### src/pwr_regs_pkg.sv
package pwr_regs_pkg;

  // ----------------------------------------------------------------
  // Bus and register map
  // ----------------------------------------------------------------
  localparam int ADDR_W = 8;
  localparam logic [ADDR_W-1:0] OFF_TX_FIFO_LEVEL_INFO = 8'h80;
  localparam logic [ADDR_W-1:0] OFF_POWER_STATE_CONTROL = 8'h84;
  localparam logic [ADDR_W-1:0] OFF_WAKE_PROBE = 8'h90;
  localparam logic [ADDR_W-1:0] OFF_IRQ_STATUS = 8'h94;
  localparam logic [ADDR_W-1:0] OFF_IRQ_MASK = 8'h98;

  // Arbitrary pattern returned by the wake probe register
  localparam logic [31:0] WAKE_PROBE_PATTERN = 32'h0f1e2d3c;

  // ----------------------------------------------------------------
  // Field positions
  // ----------------------------------------------------------------
  localparam int TXINF_USED_LSB = 16;
  localparam int PS_SEL_LSB = 12;
  localparam int PS_TRANSCEIVER_SOFT_RESET = 10;
  localparam int PS_LAN_EN = 9;
  localparam int PS_ENERGY_EN = 8;
  localparam int PS_BUF_KIND = 6;
  localparam int PS_WS_LAN = 5;
  localparam int PS_WS_ENERGY = 4;
  localparam int PS_IND_STYLE = 3;
  localparam int PS_POLARITY = 2;
  localparam int PS_OUT_EN = 1;
  localparam int PS_READY = 0;

  // Interrupt status / mask layout
  localparam int IRQ_W = 4;
  localparam int IRQ_LAN = 0;
  localparam int IRQ_ENERGY = 1;
  localparam int IRQ_PHY_DONE = 2;
  localparam int IRQ_READY = 3;

  // ----------------------------------------------------------------
  // Reset values
  // ----------------------------------------------------------------
  localparam logic [7:0] RST_STATUS_WORDS_USED = 8'h00;
  localparam logic [15:0] RST_DATA_BYTES_FREE = 16'h1200;

  // ----------------------------------------------------------------
  // Timing
  // ----------------------------------------------------------------
  localparam int CLK_PERIOD_NS = 8;
  localparam int TRANSCEIVER_SOFT_RESET_TIME_US = 100;
  localparam int WAKE_PULSE_TIME_MS = 50;
  localparam int STABILISE_TIME_NS = 2000;
  // Least time: round up, except the wake pulse count, which is truncated
  localparam int TRANSCEIVER_SOFT_RESET_CYCLES = (TRANSCEIVER_SOFT_RESET_TIME_US * 1000 + CLK_PERIOD_NS - 1) / CLK_PERIOD_NS;
  localparam int WAKE_PULSE_CYCLES = (WAKE_PULSE_TIME_MS * 1000000) / CLK_PERIOD_NS;
  localparam int STABILISE_CYCLES = (STABILISE_TIME_NS + CLK_PERIOD_NS - 1) / CLK_PERIOD_NS;

  // ----------------------------------------------------------------
  // Types
  // ----------------------------------------------------------------
  typedef enum logic [1:0] {
    PS_NORMAL = 2'h0,
    PS_LAN_DETECT = 2'h1,
    PS_ENERGY_DETECT = 2'h2,
    PS_RESERVED = 2'h3
  } power_state_t;

  typedef struct packed {
    logic [ADDR_W-1:0] addr;
    logic [31:0] wdata;
    logic wr;
    logic rd;
  } reg_bus_t;

  typedef struct packed {
    logic lanWakeEnable;
    logic energyWakeEnable;
    logic wakeOutputBufferKind;
    logic wakeIndicationStyle;
    logic wakeOutputPolarity;
    logic wakeOutputEnable;
  } wake_ctrl_t;

endpackage

### src/tx_fifo_info_power_mgmt_regs.sv
// The strobed register port was decided locally.
`timescale 1ns/1ps
// Notes on behaviour
// - Bits 23-16 show status words used
// - Bits 15-0 show free data bytes
// - Power control register readable in power save
// - Writes ignored until first read after wake
// - Power state field selects mode, 11 ignored
// - Probe register write wakes device from power save
// - Transceiver reset held 100us, then self-clears
// - Reset bit writes ignored while it is high
// - LAN wake raises interrupt, gated output
// - Energy wake raises interrupt, gated output
// - Buffer kind: open-drain active low or push-pull
// - Indication style: 50ms pulse or static level
// - Output enable gates pin only, not interrupt
// - Ready reads one only once stabilised
module tx_fifo_info_power_mgmt_regs import pwr_regs_pkg::*; #(
  parameter int TRANSCEIVER_SOFT_RESET_LEN = TRANSCEIVER_SOFT_RESET_CYCLES,
  parameter int WAKE_PULSE_LEN = WAKE_PULSE_CYCLES,
  parameter int STABILISE_LEN = STABILISE_CYCLES
) (
  input wire logic clk_sys,
  input wire logic rst_n,
  input wire reg_bus_t bus,
  output logic [31:0] rdData,
  input wire logic [7:0] txStatusWordsUsed,
  input wire logic [15:0] txDataBytesFree,
  input wire logic lanWakeEvent,
  input wire logic energyWakeEvent,
  output power_state_t powerStateSelect,
  output logic transceiverSoftReset,
  output logic wakePinOut,
  output logic wakePinOe,
  output logic deviceReady,
  output logic wakeInterrupt,
  output logic irq
);

  if (STABILISE_LEN < 1 || TRANSCEIVER_SOFT_RESET_LEN < 1 || WAKE_PULSE_LEN < 1) begin : g_chk
    $error("timing lengths must be at least one cycle");
  end

  // ----------------------------------------------------------------
  // State
  // ----------------------------------------------------------------
  logic [7:0] statusWordsUsed;
  logic [15:0] dataBytesFree;
  logic readSeen;
  logic bootKick;
  wake_ctrl_t ctrl;
  logic [1:0] wakeStatus;
  logic [IRQ_W-1:0] irqStatus;
  logic [IRQ_W-1:0] irqMask;
  logic phyBusy;
  logic phyDone;
  logic pulseBusy;
  logic stabBusy;
  logic stabDone;

  // ----------------------------------------------------------------
  // Decode
  // ----------------------------------------------------------------
  // Writes other than the wake probe need a read first and a ready device
  wire acceptWr = bus.wr && readSeen && deviceReady;
  wire hitTx = (bus.addr == OFF_TX_FIFO_LEVEL_INFO);
  wire hitPs = (bus.addr == OFF_POWER_STATE_CONTROL);
  wire hitProbe = (bus.addr == OFF_WAKE_PROBE);
  wire hitStat = (bus.addr == OFF_IRQ_STATUS);
  wire hitMask = (bus.addr == OFF_IRQ_MASK);
  wire psWr = acceptWr && hitPs;
  wire inSaving = (powerStateSelect != PS_NORMAL);
  // Any data written to the probe wakes a sleeping device
  wire probeWake = bus.wr && hitProbe && inSaving;
  wire [1:0] selWr = bus.wdata[PS_SEL_LSB +: 2];
  wire enterSaving = psWr && !inSaving && (selWr == PS_LAN_DETECT || selWr == PS_ENERGY_DETECT);
  wire phyStart = psWr && bus.wdata[PS_TRANSCEIVER_SOFT_RESET] && !phyBusy;
  wire lanEvt = lanWakeEvent && ctrl.lanWakeEnable;
  wire energyEvt = energyWakeEvent && ctrl.energyWakeEnable;
  wire [1:0] wsSet = {lanEvt, energyEvt};
  wire [1:0] wsClr = psWr ? bus.wdata[PS_WS_LAN -: 2] : 2'h0;
  wire [IRQ_W-1:0] irqSet;
  wire [IRQ_W-1:0] irqClr = (acceptWr && hitStat) ? bus.wdata[IRQ_W-1:0] : '0;

  assign irqSet[IRQ_LAN] = lanEvt;
  assign irqSet[IRQ_ENERGY] = energyEvt;
  assign irqSet[IRQ_PHY_DONE] = phyDone;
  assign irqSet[IRQ_READY] = stabDone;

  // ----------------------------------------------------------------
  // Timers
  // ----------------------------------------------------------------
  cycle_timer #(.W(24), .LENGTH(TRANSCEIVER_SOFT_RESET_LEN)) u_phy_timer (
    .clk_sys(clk_sys),
    .rst_n(rst_n),
    .start(phyStart),
    .busy(phyBusy),
    .done(phyDone)
  );

  cycle_timer #(.W(24), .LENGTH(WAKE_PULSE_LEN)) u_pulse_timer (
    .clk_sys(clk_sys),
    .rst_n(rst_n),
    .start((lanEvt || energyEvt) && ctrl.wakeIndicationStyle),
    .busy(pulseBusy),
    .done()
  );

  // Stabilisation after reset release and after every wake
  cycle_timer #(.W(24), .LENGTH(STABILISE_LEN)) u_stab_timer (
    .clk_sys(clk_sys),
    .rst_n(rst_n),
    .start(bootKick || probeWake),
    .busy(stabBusy),
    .done(stabDone)
  );

  assign transceiverSoftReset = phyBusy;

  // ----------------------------------------------------------------
  // Sampled FIFO levels
  // ----------------------------------------------------------------
  always_ff @(posedge clk_sys or negedge rst_n) begin
    if (!rst_n) begin
      statusWordsUsed <= RST_STATUS_WORDS_USED;
      dataBytesFree <= RST_DATA_BYTES_FREE;
    end else begin
      statusWordsUsed <= txStatusWordsUsed;
      dataBytesFree <= txDataBytesFree;
    end
  end

  // ----------------------------------------------------------------
  // Power state, ready and read gate
  // ----------------------------------------------------------------
  // Ready drops on entering power save and returns after stabilising
  always_ff @(posedge clk_sys or negedge rst_n) begin
    if (!rst_n) begin
      powerStateSelect <= PS_NORMAL;
      deviceReady <= 1'b0;
      bootKick <= 1'b1;
      readSeen <= 1'b0;
    end else begin
      bootKick <= 1'b0;
      if (probeWake) begin
        powerStateSelect <= PS_NORMAL;
      end else if (enterSaving) begin
        powerStateSelect <= power_state_t'(selWr);
      end
      if (enterSaving || probeWake) begin
        deviceReady <= 1'b0;
      end else if (stabDone) begin
        deviceReady <= 1'b1;
      end
      if (probeWake) begin
        readSeen <= 1'b0;
      end else if (bus.rd) begin
        readSeen <= 1'b1;
      end
    end
  end

  // ----------------------------------------------------------------
  // Wake control bits and sticky wake status
  // ----------------------------------------------------------------
  // Status set wins over a simultaneous write-one clear
  always_ff @(posedge clk_sys or negedge rst_n) begin
    if (!rst_n) begin
      ctrl <= '0;
      wakeStatus <= 2'h0;
    end else begin
      if (psWr) begin
        ctrl.lanWakeEnable <= bus.wdata[PS_LAN_EN];
        ctrl.energyWakeEnable <= bus.wdata[PS_ENERGY_EN];
        ctrl.wakeOutputBufferKind <= bus.wdata[PS_BUF_KIND];
        ctrl.wakeIndicationStyle <= bus.wdata[PS_IND_STYLE];
        ctrl.wakeOutputPolarity <= bus.wdata[PS_POLARITY];
        ctrl.wakeOutputEnable <= bus.wdata[PS_OUT_EN];
      end
      wakeStatus <= (wakeStatus & ~wsClr) | wsSet;
    end
  end

  assign wakeInterrupt = |wakeStatus;

  // ----------------------------------------------------------------
  // Wake pin
  // ----------------------------------------------------------------
  wire wakeActive = ctrl.wakeOutputEnable && (ctrl.wakeIndicationStyle ? pulseBusy : wakeInterrupt);
  wire nextWakeOe = ctrl.wakeOutputBufferKind ? 1'b1 : wakeActive;
  wire nextWakeOut = ctrl.wakeOutputBufferKind && (ctrl.wakeOutputPolarity ? wakeActive : !wakeActive);

  // Registered so the pin never glitches on decode changes
  always_ff @(posedge clk_sys or negedge rst_n) begin
    if (!rst_n) begin
      wakePinOe <= 1'b0;
      wakePinOut <= 1'b0;
    end else begin
      wakePinOe <= nextWakeOe;
      wakePinOut <= nextWakeOut;
    end
  end

  // ----------------------------------------------------------------
  // Interrupt status and mask
  // ----------------------------------------------------------------
  always_ff @(posedge clk_sys or negedge rst_n) begin
    if (!rst_n) begin
      irqStatus <= '0;
      irqMask <= '0;
    end else begin
      irqStatus <= (irqStatus & ~irqClr) | irqSet;
      if (acceptWr && hitMask) begin
        irqMask <= bus.wdata[IRQ_W-1:0];
      end
    end
  end

  assign irq = |(irqStatus & irqMask);

  // ----------------------------------------------------------------
  // Read path
  // ----------------------------------------------------------------
  wire [31:0] txInfoWord = {8'h00, statusWordsUsed, dataBytesFree};
  wire [31:0] psWord;
  // Reserved positions stay zero
  assign psWord = {18'h0, powerStateSelect, 1'b0, phyBusy, ctrl.lanWakeEnable, ctrl.energyWakeEnable,
                   1'b0, ctrl.wakeOutputBufferKind, wakeStatus, ctrl.wakeIndicationStyle,
                   ctrl.wakeOutputPolarity, ctrl.wakeOutputEnable, deviceReady};
  wire [31:0] readMux = hitTx ? txInfoWord :
                        hitPs ? psWord :
                        hitProbe ? WAKE_PROBE_PATTERN :
                        hitStat ? {{(32-IRQ_W){1'b0}}, irqStatus} :
                        hitMask ? {{(32-IRQ_W){1'b0}}, irqMask} : 32'h00000000;

  // Data valid only in the cycle after the strobe
  always_ff @(posedge clk_sys or negedge rst_n) begin
    if (!rst_n) begin
      rdData <= '0;
    end else begin
      rdData <= bus.rd ? readMux : 32'h00000000;
    end
  end

  // ----------------------------------------------------------------
  // Checks
  // ----------------------------------------------------------------
  localparam int WAKE_BOUND = 1000;
  logic [23:0] phyHeld;

  always_ff @(posedge clk_sys or negedge rst_n) begin
    if (!rst_n) begin
      phyHeld <= '0;
    end else begin
      phyHeld <= phyBusy ? phyHeld + 24'h000001 : 24'h000000;
    end
  end
endmodule // tx_fifo_info_power_mgmt_regs

### src/cycle_timer.sv
`timescale 1ns/1ps
// One-shot down counter: busy for exactly LENGTH cycles after start
module cycle_timer #(
  parameter int W = 24,
  parameter int LENGTH = 16
) (
  input wire logic clk_sys,
  input wire logic rst_n,
  input wire logic start,
  output logic busy,
  output logic done
);

  if (LENGTH < 1 || LENGTH >= (2 ** W)) begin : g_chk
    $error("cycle_timer LENGTH does not fit W");
  end

  localparam logic [W-1:0] LOAD = W'(LENGTH);
  localparam logic [W-1:0] ONE = W'(1);

  logic [W-1:0] count;

  // Start is ignored while running, so a held request cannot stretch it
  always_ff @(posedge clk_sys or negedge rst_n) begin
    if (!rst_n) begin
      count <= '0;
    end else if (start && count == '0) begin
      count <= LOAD;
    end else if (count != '0) begin
      count <= count - ONE;
    end
  end

  assign busy = (count != '0);
  assign done = (count == ONE);

endmodule // cycle_timer

### config.mk
export PLATFORM = sky130hd
export DESIGN_NAME = tx_fifo_info_power_mgmt_regs
export DESIGN_NICKNAME = d
export VERILOG_FILES = /design/src/pwr_regs_pkg.sv /design/src/tx_fifo_info_power_mgmt_regs.sv /design/src/cycle_timer.sv
export SDC_FILE = /design/constraint.sdc
export NUM_CORES = 1
export LEC_CHECK = 0
export BUFFER_PORTS_ARGS = -buffer_cell sky130_fd_sc_hd__buf_2
export CORE_UTILIZATION = 56
export CTS_CLUSTER_SIZE = 24
export DETAILED_ROUTE_END_ITERATION = 16
export GPL_ROUTABILITY_DRIVEN = 0
export GPL_TIMING_DRIVEN = 1
export PLACE_DENSITY = 0.78
export SETUP_SLACK_MARGIN = 0.1
export SLEW_MARGIN = 20
export SYNTH_ARGS = -nofsm -noshare
export SYNTH_HDL_FRONTEND = slang
export SYNTH_HIERARCHICAL = 1
export SYNTH_SLANG_ARGS = --single-unit
export TNS_END_PERCENT = 50
### constraint.sdc
create_clock -name clk_sys -period 4.2 [get_ports clk_sys]
set_clock_uncertainty 0.05 [all_clocks]
set_input_delay 0.63 -clock clk_sys [delete_from_list [all_inputs] [get_ports clk_sys]]
set_output_delay 0.63 -clock clk_sys [all_outputs]
set_load 0.02 [all_outputs]
==> results.toml <==
[setup_path]
crit_fanout = 16
cp_slowest_cell = "or4_4"
crit_arrival_ns = 2.78
required_ns = 3.52
start_kind = "flop"
slowest_delay_ns = 0.71
worstSetupEndpointType = "output port"
criticalPathCategory = "reg -> out"
path_cells = "or4_1, or4_4, or2_0, buf_4, buf_2"
rrSetupSlack_ns = 0.90

[detailed_routing]
drt_first_pass_iters = 4
drc = 0
vias = 4932
routed_wl_um = 14200
antenna_left = 0
wl_per_cell_um = 17.0
drt_iter0_drc = 328
vias_per_cell = 5.91

[logic_synthesis]
ys_warn_count = 6
syn-cell-area_um2 = 6620
netlist_instances = 589
synth_area_per_cell_um2 = 11.2

[clock_network]
cts_hold_buf = 0
root_buffer = "clkbuf_16"
cts_buffer_depth = 2
cts_tree = "built"
cts_buffers = 17
cts_resized = 0
clkSinkCount = 144
clk_latency_ns = 0.42
cts_setup_buffers = 0
path_clk_slew_ns = 0.06
cts-htree-levels = 4

[floorplan]
ios = 110
coreArea_um2 = 11500
die_area_um2 = 12300
die_h_um = 111
start_util_pct = 57.7
dieWidth_um = 111
num_rows = 39

[sta]
tns_ns = 0
fin_crit_ns = 3.46
hold_ws_ns = 0.224
tightest_slew_ns = 0.974
final_hold_viol_count = 0
relSlewSlack_pct = 34.6
setup-violations-final = 0
drv_slew = 0
clock.fmax_mhz = 289
rsz0062_at_grt = "false"
period_share_pct = 82.5

[global_routing]
grt-ovfl-total = 0
grt_pass1_vias = 5012
grt_pass1_wl_um = 24500
grt_max_degree = 96
grt_use_total_pct = 25.2
antenna_found_initial = 0

[placement]
dpl.hpwl_um = 9810
port_buffers = 85
place_area_um2 = 7120

[pwr]
fin_total_pwr_uw = 4200
powerDensity_nw_per_um2 = 546
peakVddDrop_uv = 350
p_leak_uw = 0.00359

[final_layout]
drive_above_1_share_pct = 23.9
post-route-cell-area_um2 = 7700
area_growth_pct = 16.3
final_common_cell = "dfrtp_1"
utilization_pct = 67.1
final_cell_mix = "141 x dfrtp_1, 84 x buf_2, 39 x nor2_1"
final_nets = 756
antennaDiodeCount = 0

[flow_run]
drv_cap = 0

[hold_path]
hold_path_class = "in -> async"

[run_status]
status = "finished clean"
[final cells by class]
type / count / area [um2]
clock buffer: 17 / 425
clock inverter: 15 / 150
fill: 860 / 3770
inverter: 19 / 71.3
multi-input combinational: 407 / 2800
sequential: 144 / 3610
tap: 143 / 179
timing repair buffer: 89 / 462
[layer usage]
layer	track usage (%)	share of wire [%]
met1	32.6	42
met2	41.4	51
met3	6.45	4.6
met4	9.07	2.0
met5	0	0
[sequential cells by signal, summed over array words and instances, names as in the netlist]
signal	cells
readSeen	1
powerStateSelect	2
bootKick	1
u_pulse_timer/count	24
irqStatus	4
wakePinOe	1
irqMask	4
dataBytesFree	16
statusWordsUsed	8
wakePinOut	1
wakeStatus	2
u_stab_timer/count	24
rdData	25
deviceReady	1
u_phy_timer/count	24
ctrl	6
[critical path, delay by kind of cell (launching register included)]
| family | cells | cell delay (ns) |
|---|---|---|
| DFF | 1 | 0.41 |
| buffers and inverters | 2 | 0.33 |
| and+or+nand+nor | 3 | 1.62 |
[worst paths after layout]
path | startpoint | endpoint | cells past startpoint
worst max-delay path | u_phy_timer/count[10]$_DFFE_PN0P_ | transceiverSoftReset | 5
worst min-delay path | rst_n | u_phy_timer/count[15]$_DFFE_PN0P_ | 1
max in group asynchronous | rst_n | dataBytesFree[12]$_DFF_PN1_ | 2
worst min register to register | dataBytesFree[7]$_DFF_PN0_ | rdData[7]$_DFF_PN0_ | 1
min in group clk_sys | txDataBytesFree[9] | dataBytesFree[9]$_DFF_PN1_ | 1
worst max register to register | u_phy_timer/count[10]$_DFFE_PN0P_ | u_phy_timer/count[0]$_DFFE_PN0P_ | 7
[power by group]
group	internal (uW)	total [uW]	leakage, uW	switching (uW)
clock	833	1450	0.000280	622
sequential	1620	1880	0.00182	259
combinational	383	869	0.00149	486
total	2840	4200	0.00359	1370
[through the flow]
stage	setup slack (ns)	cells
after floorplan	1.18	593
after global placement	1.01	802
after detailed placement	0.954	802
after CTS	0.730	834
after global routing	0.639	834
final	0.735	834
Note: power is estimated with default switching activity, not from simulation.
